<file path="src/gpio_defines.svh">
// register indexes, reset values, control bits and timing counts of the gpio block
`ifndef GPIO_DEFINES_SVH
`define GPIO_DEFINES_SVH

`define IDX_P1_IN       8'h00
`define IDX_P1_OUT      8'h01
`define IDX_P1_POL      8'h02
`define IDX_P1_DIR      8'h03
`define IDX_P1_STYLE    8'h04
`define IDX_P1_LATCH    8'h05
`define IDX_P2_IN       8'h08
`define IDX_P2_OUT      8'h09
`define IDX_P2_POL      8'h0A
`define IDX_P2_DIR      8'h0B
`define IDX_P2_STYLE    8'h0C
`define IDX_P2_LATCH    8'h0D
`define IDX_P1_STAT     8'h10
`define IDX_P2_STAT     8'h11
`define IDX_P1_IRQ_EN   8'h12
`define IDX_P2_IRQ_EN   8'h13
`define IDX_MODE        8'h14
`define IDX_LED         8'h15
`define IDX_ID_HIGH     8'h20
`define IDX_ID_LOW      8'h21

`define RST_OUT         8'h00
`define RST_P1_POL      8'hF0
`define RST_P1_DIR      8'hFF
`define RST_STYLE       8'h00
`define RST_P2_POL      8'h70
`define RST_P2_DIR      8'h7F
`define RST_ZERO        8'h00
`define P2_MASK         8'h7F
`define P2_IRQ_EN_MASK  8'h3F

`define MODE_LATCH_P1   0
`define MODE_LATCH_P2   1
`define MODE_PINRST_P1  2
`define MODE_PINRST_P2  3
`define MODE_INT_POL    4
`define MODE_INT_PULSE  5
`define MODE_INT_AT_P2  6
`define MODE_INT_ENABLE 7

`define SMB_ADDR_HIGH   4'h3

`define CLK_PERIOD_NS   8
`define GPO_PULSE_NS    1000
`define GPO_PULSE_CYCLES ((`GPO_PULSE_NS + `CLK_PERIOD_NS - 1) / `CLK_PERIOD_NS)
`define INT_PULSE_NS    1000
`define INT_PULSE_CYCLES ((`INT_PULSE_NS + `CLK_PERIOD_NS - 1) / `CLK_PERIOD_NS)

`endif

</file>
<file path="src/gpio_pkg.sv">
// types shared by the gpio register block and its port slices
package gpio_pkg;

    typedef struct packed {
        logic [7:0] out_data;
        logic [7:0] polarity;
        logic [7:0] direction;
        logic [7:0] style;
    } port_cfg_type;

    typedef enum logic [2:0] {
        ST_IDLE  = 3'b000,
        ST_ADDR  = 3'b001,
        ST_CMD   = 3'b010,
        ST_WDATA = 3'b011,
        ST_ACK   = 3'b100,
        ST_RDATA = 3'b101,
        ST_RACK  = 3'b110
    } smb_state_type;

endpackage

</file>
<file path="src/sync2.sv">
// two flip-flop synchroniser for pin levels
`timescale 1ns/1ns
module sync2 #(
    parameter int WIDTH = 1
) (
    // clock
    input  wire logic             ref_clk,
    // asynchronous levels in, synchronised levels out
    input  wire logic [WIDTH-1:0] async_in,
    output logic      [WIDTH-1:0] sync_out
);
    logic [WIDTH-1:0] meta_r;

    // no reset: the levels simply settle within two edges
    always_ff @(posedge ref_clk) begin
        meta_r   <= async_in;
        sync_out <= meta_r;
    end
endmodule

</file>
<file path="src/gpio_port.sv">
// one gpio port: polarity, direction, level or pulse drive, transition detect
`timescale 1ns/1ns
`include "gpio_defines.svh"
module gpio_port (
    // clock and reset
    input  wire logic                   ref_clk,
    input  wire logic                   rst,
    // settings from the register file
    input  wire gpio_pkg::port_cfg_type cfg,
    input  wire logic [7:0]             pulse_fire,
    // synchronised pin levels
    input  wire logic [7:0]             pin_sync,
    // drive and read-back
    output logic      [7:0]             drive_val,
    output logic      [7:0]             drive_en,
    output logic      [7:0]             in_data,
    output logic      [7:0]             toggled
);
    import gpio_pkg::*;

    localparam logic [7:0] PULSE_LEN = 8'(`GPO_PULSE_CYCLES);

    logic [7:0] pin_d_r;
    logic [7:0] pulse_on;

    always_ff @(posedge ref_clk) begin
        pin_d_r <= pin_sync;
    end

    for (genvar i = 0; i < 8; i++) begin : g_pulse
        logic [7:0] cnt_r;
        always_ff @(posedge ref_clk) begin
            if (rst) begin
                cnt_r <= 8'h00;
            end else if (pulse_fire[i]) begin
                cnt_r <= PULSE_LEN;
            end else if (cnt_r != 8'h00) begin
                cnt_r <= cnt_r - 8'h01;
            end
        end
        assign pulse_on[i] = (cnt_r != 8'h00);
    end

    always_comb begin
        // pulse style ignores the stored bit, both during the pulse and after it
        drive_val = ((cfg.style & pulse_on) | (~cfg.style & cfg.out_data)) ^ cfg.polarity;
        drive_en  = ~cfg.direction;
        in_data   = pin_sync ^ cfg.polarity;
        toggled   = (pin_sync ^ pin_d_r) & cfg.direction;
    end
endmodule

</file>
<file path="src/smbus_gpio_port_registers.sv">
// smbus register block for two gpio ports with latched inputs and transition interrupt
`timescale 1ns/1ns
`include "gpio_defines.svh"
module smbus_gpio_port_registers #(
    parameter logic [7:0] ID_HIGH        = 8'hA5,  // arbitrary value
    parameter logic [7:0] ID_LOW         = 8'h5A,  // arbitrary value
    parameter bit         TWO_ADDR_PINS  = 1'b0
) (
    // clock and power-on reset
    input  wire logic       ref_clk,
    input  wire logic       rst,
    // external reset pin
    input  wire logic       rst_pin_n,
    // smbus
    input  wire logic       scl_in,
    input  wire logic       sda_in,
    output logic            sda_out,
    output logic            sda_oe,
    // port 1 pins
    input  wire logic [7:0] port1_pin_in,
    output logic      [7:0] port1_pin_out,
    output logic      [7:0] port1_pin_oe,
    // port 2 pins
    input  wire logic [6:0] port2_pin_in,
    output logic      [6:0] port2_pin_out,
    output logic      [6:0] port2_pin_oe
);
    import gpio_pkg::*;

    localparam logic [7:0] INT_LEN = 8'(`INT_PULSE_CYCLES);

    // synchronised pins
    logic [17:0] sync_bus;
    logic        scl_s;
    logic        sda_s;
    logic        rst_pin_n_s;
    logic [7:0]  p1_sync;
    logic [7:0]  p2_sync;

    sync2 #(.WIDTH(18)) u_sync (
        .ref_clk  (ref_clk),
        .async_in ({scl_in, sda_in, rst_pin_n, port1_pin_in, port2_pin_in}),
        .sync_out (sync_bus)
    );

    assign scl_s       = sync_bus[17];
    assign sda_s       = sync_bus[16];
    assign rst_pin_n_s = sync_bus[15];
    assign p1_sync     = sync_bus[14:7];
    assign p2_sync     = {1'b0, sync_bus[6:0]};

    // register state
    port_cfg_type p1_cfg_r;
    port_cfg_type p2_cfg_r;
    logic [7:0]   p1_latch_r;
    logic [7:0]   p2_latch_r;
    logic [7:0]   stat1_r;
    logic [7:0]   stat2_r;
    logic [7:0]   irq_en1_r;
    logic [7:0]   irq_en2_r;
    logic [7:0]   mode_r;
    logic [7:0]   led_r;

    // smbus engine state
    smb_state_type state_r;
    smb_state_type ack_next_r;
    logic [3:0]    bit_cnt_r;
    logic [7:0]    shift_r;
    logic [7:0]    index_r;
    logic          master_ack_r;
    logic          scl_d_r;
    logic          sda_d_r;
    logic          wr_stb_r;
    logic [7:0]    wr_idx_r;
    logic [7:0]    wr_dat_r;
    logic          rd_clr1_r;
    logic          rd_clr2_r;

    // port slice results
    logic [7:0] p1_drv;
    logic [7:0] p1_en;
    logic [7:0] p1_in;
    logic [7:0] p1_tog;
    logic [7:0] p2_drv;
    logic [7:0] p2_en;
    logic [7:0] p2_in;
    logic [7:0] p2_tog;
    logic [7:0] p1_fire;
    logic [7:0] p2_fire;

    function automatic logic [7:0] p2_bits(input logic [7:0] v);
        return v & `P2_MASK;
    endfunction

    function automatic logic is_write(input logic [7:0] idx);
        return wr_stb_r && (wr_idx_r == idx);
    endfunction

    // pulse starts only on a written 1 in pulse style
    assign p1_fire = is_write(`IDX_P1_OUT) ? (wr_dat_r & p1_cfg_r.style) : 8'h00;
    assign p2_fire = is_write(`IDX_P2_OUT) ? p2_bits(wr_dat_r & p2_cfg_r.style) : 8'h00;

    gpio_port u_port1 (
        .ref_clk    (ref_clk),
        .rst        (rst),
        .cfg        (p1_cfg_r),
        .pulse_fire (p1_fire),
        .pin_sync   (p1_sync),
        .drive_val  (p1_drv),
        .drive_en   (p1_en),
        .in_data    (p1_in),
        .toggled    (p1_tog)
    );

    gpio_port u_port2 (
        .ref_clk    (ref_clk),
        .rst        (rst),
        .cfg        (p2_cfg_r),
        .pulse_fire (p2_fire),
        .pin_sync   (p2_sync),
        .drive_val  (p2_drv),
        .drive_en   (p2_en),
        .in_data    (p2_in),
        .toggled    (p2_tog)
    );

    // slave address and events
    logic [6:0] own_addr;
    logic       scl_rise;
    logic       scl_fall;
    logic       bus_start;
    logic       bus_stop;
    logic       int_on_p1;
    logic       int_on_p2;
    logic [7:0] set1;
    logic [7:0] set2;
    logic       pin_rst1;
    logic       pin_rst2;

    assign own_addr  = {`SMB_ADDR_HIGH, p2_latch_r[2] & ~TWO_ADDR_PINS, p2_latch_r[1:0]};
    assign scl_rise  = scl_s & ~scl_d_r;
    assign scl_fall  = ~scl_s & scl_d_r;
    assign bus_start = scl_s & scl_d_r & sda_d_r & ~sda_s;
    assign bus_stop  = scl_s & scl_d_r & ~sda_d_r & sda_s;
    assign int_on_p1 = mode_r[`MODE_INT_ENABLE] & ~mode_r[`MODE_INT_AT_P2];
    assign int_on_p2 = mode_r[`MODE_INT_ENABLE] & mode_r[`MODE_INT_AT_P2];
    // the pin carrying the interrupt never reports its own transitions
    assign set1      = p1_tog & ~{int_on_p1, 7'h00};
    assign set2      = p2_bits(p2_tog) & ~{1'b0, int_on_p2, 6'h00};
    assign pin_rst1  = ~rst_pin_n_s & mode_r[`MODE_PINRST_P1];
    assign pin_rst2  = ~rst_pin_n_s & mode_r[`MODE_PINRST_P2];

    function automatic logic [7:0] read_reg(input logic [7:0] idx);
        case (idx)
            `IDX_P1_IN:     return p1_in;
            `IDX_P1_OUT:    return p1_cfg_r.out_data;
            `IDX_P1_POL:    return p1_cfg_r.polarity;
            `IDX_P1_DIR:    return p1_cfg_r.direction;
            `IDX_P1_STYLE:  return p1_cfg_r.style;
            `IDX_P1_LATCH:  return p1_latch_r;
            `IDX_P2_IN:     return p2_bits(p2_in);
            `IDX_P2_OUT:    return p2_bits(p2_cfg_r.out_data);
            `IDX_P2_POL:    return p2_bits(p2_cfg_r.polarity);
            `IDX_P2_DIR:    return p2_bits(p2_cfg_r.direction);
            `IDX_P2_STYLE:  return p2_bits(p2_cfg_r.style);
            `IDX_P2_LATCH:  return p2_bits(p2_latch_r);
            `IDX_P1_STAT:   return stat1_r;
            `IDX_P2_STAT:   return stat2_r;
            `IDX_P1_IRQ_EN: return irq_en1_r;
            `IDX_P2_IRQ_EN: return irq_en2_r;
            `IDX_MODE:      return mode_r;
            `IDX_LED:       return led_r;
            `IDX_ID_HIGH:   return ID_HIGH;
            `IDX_ID_LOW:    return ID_LOW;
            default:        return 8'h00;
        endcase
    endfunction

    logic [7:0] rd_byte;
    assign rd_byte = read_reg(index_r);

    // smbus slave engine
    always_ff @(posedge ref_clk) begin
        scl_d_r <= scl_s;
        sda_d_r <= sda_s;
    end

    always_ff @(posedge ref_clk) begin
        if (rst) begin
            state_r      <= ST_IDLE;
            ack_next_r   <= ST_IDLE;
            bit_cnt_r    <= 4'h0;
            shift_r      <= 8'h00;
            index_r      <= 8'h00;
            master_ack_r <= 1'b0;
            sda_oe       <= 1'b0;
            wr_stb_r     <= 1'b0;
            wr_idx_r     <= 8'h00;
            wr_dat_r     <= 8'h00;
            rd_clr1_r    <= 1'b0;
            rd_clr2_r    <= 1'b0;
        end else begin
            wr_stb_r  <= 1'b0;
            rd_clr1_r <= 1'b0;
            rd_clr2_r <= 1'b0;
            if (bus_stop) begin
                state_r <= ST_IDLE;
                sda_oe  <= 1'b0;
            end else if (bus_start) begin
                state_r   <= ST_ADDR;
                bit_cnt_r <= 4'h0;
                sda_oe    <= 1'b0;
            end else begin
                case (state_r)
                    ST_ADDR, ST_CMD, ST_WDATA: begin
                        if (scl_rise && bit_cnt_r != 4'h8) begin
                            shift_r   <= {shift_r[6:0], sda_s};
                            bit_cnt_r <= bit_cnt_r + 4'h1;
                        end else if (scl_fall && bit_cnt_r == 4'h8) begin
                            bit_cnt_r <= 4'h0;
                            state_r   <= ST_ACK;
                            sda_oe    <= 1'b1;
                            case (state_r)
                                ST_ADDR: begin
                                    if (shift_r[7:1] == own_addr) begin
                                        ack_next_r <= shift_r[0] ? ST_RDATA : ST_CMD;
                                    end else begin
                                        state_r <= ST_IDLE;
                                        sda_oe  <= 1'b0;
                                    end
                                end
                                ST_CMD: begin
                                    index_r    <= shift_r;
                                    ack_next_r <= ST_WDATA;
                                end
                                default: begin
                                    wr_stb_r   <= 1'b1;
                                    wr_idx_r   <= index_r;
                                    wr_dat_r   <= shift_r;
                                    ack_next_r <= ST_WDATA;
                                end
                            endcase
                        end
                    end
                    ST_ACK, ST_RACK: begin
                        if (scl_rise) begin
                            master_ack_r <= ~sda_s;
                        end else if (scl_fall) begin
                            if ((state_r == ST_ACK && ack_next_r == ST_RDATA) ||
                                (state_r == ST_RACK && master_ack_r)) begin
                                shift_r   <= {rd_byte[6:0], 1'b0};
                                sda_oe    <= ~rd_byte[7];
                                bit_cnt_r <= 4'h1;
                                state_r   <= ST_RDATA;
                                // a status read clears it, events that cycle survive
                                rd_clr1_r <= (index_r == `IDX_P1_STAT);
                                rd_clr2_r <= (index_r == `IDX_P2_STAT);
                            end else begin
                                sda_oe  <= 1'b0;
                                state_r <= (state_r == ST_ACK) ? ack_next_r : ST_IDLE;
                            end
                        end
                    end
                    ST_RDATA: begin
                        if (scl_fall) begin
                            if (bit_cnt_r == 4'h8) begin
                                sda_oe  <= 1'b0;
                                state_r <= ST_RACK;
                            end else begin
                                sda_oe    <= ~shift_r[7];
                                shift_r   <= {shift_r[6:0], 1'b0};
                                bit_cnt_r <= bit_cnt_r + 4'h1;
                            end
                        end
                    end
                    default: begin
                        sda_oe <= 1'b0;
                    end
                endcase
            end
        end
    end

    // sda only ever pulls low
    always_ff @(posedge ref_clk) begin
        sda_out <= 1'b0;
    end

    // port 1 registers, optionally reset by the reset pin
    always_ff @(posedge ref_clk) begin
        if (rst || pin_rst1) begin
            p1_cfg_r.out_data  <= `RST_OUT;
            p1_cfg_r.polarity  <= `RST_P1_POL;
            p1_cfg_r.direction <= `RST_P1_DIR;
            p1_cfg_r.style     <= `RST_STYLE;
            irq_en1_r          <= `RST_ZERO;
        end else if (wr_stb_r) begin
            case (wr_idx_r)
                `IDX_P1_OUT:    p1_cfg_r.out_data  <= wr_dat_r;
                `IDX_P1_POL:    p1_cfg_r.polarity  <= wr_dat_r;
                `IDX_P1_DIR:    p1_cfg_r.direction <= wr_dat_r;
                `IDX_P1_STYLE:  p1_cfg_r.style     <= wr_dat_r;
                `IDX_P1_IRQ_EN: irq_en1_r          <= wr_dat_r;
                default: ;
            endcase
        end
    end

    // port 2 registers, bit 7 kept at zero
    always_ff @(posedge ref_clk) begin
        if (rst || pin_rst2) begin
            p2_cfg_r.out_data  <= `RST_OUT;
            p2_cfg_r.polarity  <= `RST_P2_POL;
            p2_cfg_r.direction <= `RST_P2_DIR;
            p2_cfg_r.style     <= `RST_STYLE;
            irq_en2_r          <= `RST_ZERO;
        end else if (wr_stb_r) begin
            case (wr_idx_r)
                `IDX_P2_OUT:    p2_cfg_r.out_data  <= p2_bits(wr_dat_r);
                `IDX_P2_POL:    p2_cfg_r.polarity  <= p2_bits(wr_dat_r);
                `IDX_P2_DIR:    p2_cfg_r.direction <= p2_bits(wr_dat_r);
                `IDX_P2_STYLE:  p2_cfg_r.style     <= p2_bits(wr_dat_r);
                `IDX_P2_IRQ_EN: irq_en2_r          <= wr_dat_r & `P2_IRQ_EN_MASK;
                default: ;
            endcase
        end
    end

    // mode and led registers, reset by power-on only
    always_ff @(posedge ref_clk) begin
        if (rst) begin
            mode_r <= `RST_ZERO;
            led_r  <= `RST_ZERO;
        end else if (is_write(`IDX_MODE)) begin
            mode_r <= wr_dat_r;
        end else if (is_write(`IDX_LED)) begin
            led_r <= wr_dat_r;
        end
    end

    // input snapshots: no reset value, they only follow the pins
    always_ff @(posedge ref_clk) begin
        if (rst || (~rst_pin_n_s && mode_r[`MODE_LATCH_P1])) begin
            p1_latch_r <= p1_sync;
        end
        if (rst || (~rst_pin_n_s && mode_r[`MODE_LATCH_P2])) begin
            p2_latch_r <= p2_sync;
        end
    end

    // transition status: set beats read-clear
    always_ff @(posedge ref_clk) begin
        if (rst || pin_rst1) begin
            stat1_r <= `RST_ZERO;
        end else begin
            // the pin carrying the interrupt keeps its status bit at zero
            stat1_r <= ((rd_clr1_r ? 8'h00 : stat1_r) | set1) & ~{int_on_p1, 7'h00};
        end
        if (rst || pin_rst2) begin
            stat2_r <= `RST_ZERO;
        end else begin
            stat2_r <= ((rd_clr2_r ? 8'h00 : stat2_r) | set2) & ~{1'b0, int_on_p2, 6'h00};
        end
    end

    // interrupt: level follows pending, pulse fires once per new pending
    logic       pend;
    logic       pend_d_r;
    logic [7:0] int_cnt_r;
    logic       int_act;
    logic       int_level;

    assign pend      = |(stat1_r & irq_en1_r) | |(stat2_r & irq_en2_r);
    assign int_act   = mode_r[`MODE_INT_PULSE] ? (int_cnt_r != 8'h00) : pend;
    assign int_level = mode_r[`MODE_INT_POL] ? ~int_act : int_act;

    always_ff @(posedge ref_clk) begin
        if (rst) begin
            pend_d_r  <= 1'b0;
            int_cnt_r <= 8'h00;
        end else begin
            pend_d_r <= pend;
            if (pend && !pend_d_r) begin
                int_cnt_r <= INT_LEN;
            end else if (int_cnt_r != 8'h00) begin
                int_cnt_r <= int_cnt_r - 8'h01;
            end
        end
    end

    // pin drive stage; interrupt takes over its pin when enabled
    always_ff @(posedge ref_clk) begin
        if (rst) begin
            port1_pin_out <= 8'h00;
            port1_pin_oe  <= 8'h00;
            port2_pin_out <= 7'h00;
            port2_pin_oe  <= 7'h00;
        end else begin
            port1_pin_out <= p1_drv;
            port1_pin_oe  <= p1_en;
            port2_pin_out <= p2_drv[6:0];
            port2_pin_oe  <= p2_en[6:0];
            if (int_on_p1) begin
                port1_pin_out[7] <= int_level;
                port1_pin_oe[7]  <= 1'b1;
            end
            if (int_on_p2) begin
                port2_pin_out[6] <= int_level;
                port2_pin_oe[6]  <= 1'b1;
            end
        end
    end
endmodule

</file>
<file path="config.mk">
export PLATFORM = sky130hd
export DESIGN_NAME = smbus_gpio_port_registers
export DESIGN_NICKNAME = d
export VERILOG_FILES = /design/src/gpio_pkg.sv /design/src/sync2.sv /design/src/gpio_port.sv /design/src/smbus_gpio_port_registers.sv
export VERILOG_INCLUDE_DIRS = /design/src
export SDC_FILE = /design/constraint.sdc
export NUM_CORES = 1
export LEC_CHECK = 0
export BUFFER_PORTS_ARGS = -buffer_cell sky130_fd_sc_hd__buf_2
export CORE_MARGIN = 10
export CORE_UTILIZATION = 40
export CTS_BUF_LIST = sky130_fd_sc_hd__clkbuf_16
export CTS_CLUSTER_SIZE = 16
export DETAILED_ROUTE_END_ITERATION = 6
export GPL_TIMING_DRIVEN = 0
export HOLD_SLACK_MARGIN = 0.1
export PLACE_DENSITY = 0.6
export SLEW_MARGIN = 25
export SYNTH_ARGS = -nofsm -noshare
export SYNTH_HDL_FRONTEND = slang
export SYNTH_HIERARCHICAL = 1
export SYNTH_SLANG_ARGS = --single-unit
</file>
<file path="constraint.sdc">
create_clock -name ref_clk -period 6 [get_ports ref_clk]
set_input_delay 1.2 -clock ref_clk [delete_from_list [all_inputs] [get_ports ref_clk]]
set_output_delay 1.2 -clock ref_clk [all_outputs]
set_load 0.01 [all_outputs]
</file>
Yosys cells after proc, flatten, opt, wreduce, memory -nomap -nowiden
Cells that the tools add are included.
{"block": "classes", "addsub": 17, "n_eq_ne": 60, "muxes": 85, "n_bitwise": 61, "reduce_logical": 97}
{"op": "$mux 7", "n": 33}
{"op": "$pmux 8 s20", "n": 1}
{"op": "$reduce_bool 8->1", "n": 16}
{"op": "$sub 8x1->8 const B", "n": 16}
{"op": "$eq 8x4->1 const B", "n": 10}
{"op": "$eq 8x5->1 const B", "n": 10}
{"op": "$mux 8", "n": 9}
{"op": "$and 8x8->8", "n": 8}
{"op": "$mux 3", "n": 13}
{"op": "$reduce_or 2->1", "n": 19}
{"op": "$eq 8x2->1 const B", "n": 4}
{"op": "$mux 4", "n": 8}
{"op": "$reduce_bool 2->1", "n": 16}
{"op": "$and 7x7->7", "n": 4}
{"op": "$eq 8x3->1 const B", "n": 3}
{"op": "$ne 3x3->1 const B", "n": 8}
{"op": "$not 8->8", "n": 3}
{"op": "$or 8x8->8", "n": 3}
{"op": "$pmux 8 s3", "n": 1}
{"op": "$xor 8x8->8", "n": 3}
{"op": "$reduce_and 2->1", "n": 11}
{"op": "$xor 7x7->7", "n": 3}
{"op": "$ne 2x2->1 const B", "n": 10}
{"op": "$not 1->1", "n": 19}
{"op": "other kinds (36)", "n": 89}
{"block": "word_totals", "regBits": 380, "input_bits": 20, "output_inout_bits": 32, "wordCells": 392}

Longest topological paths before layout
{"block": "logic_depth", "ltp_word": 8, "ltp_mapped": 11, "mapped_depth_nobuf": 8}

Hierarchy
Netlist, hierarchy kept.
{"mod": "smbus_gpio_port_registers", "instances": 1, "cells_each": 1008, "area_per_inst_um2": 9384.0, "seq_area_each_um2": 4314.1}
{"mod": "gpio_port at u_port1", "instances": 1, "cells_each": 470, "area_per_inst_um2": 3990.1, "seq_area_each_um2": 1441.4}
{"mod": "gpio_port at u_port2", "instances": 1, "cells_each": 431, "area_per_inst_um2": 3733.6, "seq_area_each_um2": 1441.4}
{"mod": "sync2", "instances": 1, "cells_each": 36, "area_per_inst_um2": 720.7, "seq_area_each_um2": 720.7}

Least setup slack after synthesis
OpenSTA, ideal clock, no wires.
{"block": "synth_timing", "path_kind": "input -> register", "startpoint": "in rst", "endpoint": "reg rd_clr2_r", "setup_ns": 0.092, "arrival_time_ns": 2.347, "required_ns": 5.908, "path_slack_ns": 3.561, "cell_stages": 5, "n_path_buf": 1, "cell_sequence": "clkbuf_1 a21oi_1 nand2b_1 or4_1 nor4_1"}
{"block": "synth_between", "elab_chain_len": 1}
{"item": "from (decl)", "line_no": "smbus_gpio_port_registers.sv:11", "text": "input wire logic rst,"}
{"item": "$reduce_or 7->1 (no line)"}
{"item": "to (signal assigned)", "line_no": "smbus_gpio_port_registers.sv:257", "text": "rd_clr2_r <= (index_r == `IDX_P2_STAT);"}
{"item": "to (decl)", "line_no": "smbus_gpio_port_registers.sv:77", "text": "logic rd_clr2_r;"}
Every way passes these cells.
A chain may end at the register's enable or synchronous reset.

Final worst setup path
{"block": "layout_timing", "startpoint": "reg wr_idx_r[5]", "endpoint": "reg u_port2.g_pulse[3].cnt_r[5]"}
{"block": "layout_between", "elab_chain_len": 4, "word_cells_on_any_way": 5, "cone_classes": "1 x eq/ne; 2 x mux; 2 x reduce/logical"}
{"item": "from (decl)", "line_no": "smbus_gpio_port_registers.sv:74", "text": "logic [7:0] wr_idx_r;"}
{"item": "from (signal assigned)", "line_no": "smbus_gpio_port_registers.sv:238", "text": "wr_idx_r <= index_r;"}
{"item": "$eq 8x4->1 *", "line_no": "smbus_gpio_port_registers.sv:96", "text": "return wr_stb_r && (wr_idx_r == idx);"}
{"item": "$logic_and 1x1->1 *", "line_no": "smbus_gpio_port_registers.sv:96"}
{"item": "$mux 7 *", "line_no": "smbus_gpio_port_registers.sv:101", "text": "assign p2_fire = is_write(`IDX_P2_OUT) ? p2_bits(wr_dat_r & p2_cfg_r.style) : 8'h00;"}
{"item": "named net p2_fire[3]", "line_no": "smbus_gpio_port_registers.sv:89", "text": "logic [7:0] p2_fire;"}
{"item": "$mux 7 or $reduce_bool 2->1 (tied branches)"}
{"item": "to (signal assigned)", "line_no": "gpio_port.sv:38", "text": "cnt_r <= cnt_r - 8'h01;"}
{"item": "to (decl)", "line_no": "gpio_port.sv:31", "text": "logic [7:0] cnt_r;"}
Mark *: on every way through the listed nets, which the timed path passes. The rest lies on a longest branch.

==> flow_summary.ini <==
[clock_tree]
post_cts_resized = 0
ctsRootBufferMaster = clkbuf_16
cts_hold_buf = 0
path_clk_slew_ns = 0.06
cts_tree = yes
post_cts_buffers = 0
insertion_delay_ns = 0.57
numCtsBuffers = 43
cts.path.max_buffers = 3
h-tree-depth = 2
clock_sinks = 379

[worst_setup_path]
path_cells = or3_1 > nor3b_1 > and3_1 > clkbuf_1 > buf_2 > and3_1 > inv_1 > a311oi_1
r2r_setup_slack_ns = 2.80
crit_type = reg2reg
arrival_ns = 3.67
endpoint_kind = flop
worst_setup_path_start_kind = flop
crit_top_cell = and3_1
cp_max_fo = 10
slowest_delay_ns = 0.62
cpMaxStageDelayCell = nor3b_1
cp.required_ns = 6.47

[place]
hpwlAfterDp_um = 40580
gp_congestion = 1.017
pre_cts_ws_ns = 2.461
io_buffers = 50

[floorplanning]
core-area_um2 = 42980
die_area_um2 = 52180
die_h_um = 228.4
start_util_pct = 40.43
num_rows = 76
ios = 52
die_w_um = 228.4

[sta]
setup_viol = 0
max_freq_ghz = 0.3124
finalCritPeriodShare_pct = 53.35
rsz0062_at_grt = false
slew_headroom_pct = 34.54
worst_hold_slack_ns = 0.3221
finalSetupTns_ns = 0
maxSlewViolCount = 0
hold_viol = 0
tightest_slew_ns = 0.9819
period_needed_ns = 3.201
layout_setup_ws_ns = 2.799
skew_ns = 0.01982

[grt]
grt_pass1_wl_um = 83860
grt_overflow = 0
grt_pass1_vias = 14040
grt_max_degree = 14
antenna_found_initial = 0
grt_use_total_pct = 20.31

[logic_synthesis]
synth.net_count = 1945
syn_area_per_cell_um2 = 9.184
synthCells = 1892
synth-warning-count = 6
netlist_area_um2 = 17380

[status]
status = complete, no violations

[detailed_routing]
vias = 14770
first_pass_iters = 5
ant_nets = 0
vias_per_cell = 5.680
drt_first_iter_violations = 1299
wl_per_cell_um = 21.24
drcViolationCount = 0
wirelength_um = 55220

[final_layout]
areaGrowthSynthToFinish_pct = 13.24
multiInputGateArea_um2 = 8823
n_fill_cell = 4323
antenna_cells = 0
final_util_pct = 45.78
fin_nets = 2040
seqCellArea_um2 = 7737
post_route_cells_drive_above_1_share_pct = 9.975

[hold_path]
hold_path_class = reg2reg

[power_and_ir_drop]
powerDensity_nw_per_um2 = 428.5
ir_drop_v = 0.0002211
p_leak_nw = 7.751

[run]
drv_cap = 0
==> per-stage QoR <==
stage	power, mW	cell area [um^2]	std cells
6_report	8.432	19680	2600
5_1_grt	8.982	19680	2600
4_1_cts	8.480	19680	2600
3_5_place_dp	5.980	18370	2527
3_3_place_gp	5.877	18360	2527
2_1_floorplan	5.407	17380	1892
==> per-layer routing <==
layer	up-vias	GRT usage, %	share of wire (%)
met5	-	0	0
met4	0	8.186	3.7
met3	109	2.681	5.7
li1	7042	-	-
met2	481	33.11	46
met1	7137	26.72	45
==> worst max-delay path, delay by kind of cell (launching register included) <==
kind            cells  cell delay [ns]
simple gates        4             1.77
buf+inv             3             0.76
flops               1             0.31
compound gates      1             0.27
==> power by group <==
group          internal (mW)  switching, mW  total [mW]
clock network           1.43           1.03        2.46
registers               2.95          0.462        3.41
logic                   1.18           1.37        2.56
total                   5.57           2.86        8.43
==> cell type report <==
type                            instances  share of cell area (%)
Clock buffer                           45                   5.723
Clock inverter                         28                  0.9030
Buffer                                 95                   2.308
Timing Repair Buffer                   50                   1.272
Sequential cell                       379                   39.32
Inverter                              100                   1.908
Multi-Input combinational cell       1318                   44.84
Tap cell                              585                   3.720
==> layout by cell type (no fill, tap or decap), drive strengths merged, types with 19 or more instances in the layout <==
cell type,count
buf,83
and3,24
or3,21
nand2b,25
nand2,99
a21oi,127
nor3,51
or4,23
mux2i,135
a31oi,53
nand3,39
nor2b,43
a211oi,28
clkbuf,107
nor2,201
xor2,31
ha,33
xnor2,30
nor4,40
a311oi,19
inv,109
or3b,22
o21ai,54
dfxtp,364
==> state kept, by name, summed over array words and instances, names as in the netlist, 8 cells and up <==
| register | count |
|---|---|
| u_port1/g_pulse.cnt_r | 64 |
| u_port2/g_pulse.cnt_r | 56 |
| p1_cfg_r | 32 |
| p2_cfg_r | 28 |
| u_sync/meta_r | 18 |
| u_sync/sync_out | 18 |
| index_r | 8 |
| int_cnt_r | 8 |
| irq_en1_r | 8 |
| led_r | 8 |
| mode_r | 8 |
| p1_latch_r | 8 |
| port1_pin_oe | 8 |
| port1_pin_out | 8 |
| shift_r | 8 |
| stat1_r | 8 |
| u_port1/pin_d_r | 8 |
| wr_dat_r | 8 |
| wr_idx_r | 8 |
==> path summary, 6_finish.rpt <==
check / start / to / depth (start not counted)
worst min-delay path: u_sync/meta_r[1]$_DFF_P_ / u_sync/sync_out[1]$_DFF_P_ / 0
worst max register to register: wr_idx_r[5]$_SDFFE_PP0P_ / u_port2/g_pulse[3].cnt_r[5]$_SDFFE_PP0P_ / 8
worst max-delay path: wr_idx_r[5]$_SDFFE_PP0P_ / u_port2/g_pulse[3].cnt_r[5]$_SDFFE_PP0P_ / 8
worst min register to register: u_sync/meta_r[1]$_DFF_P_ / u_sync/sync_out[1]$_DFF_P_ / 0
Power figures use the tool's default switching activity.
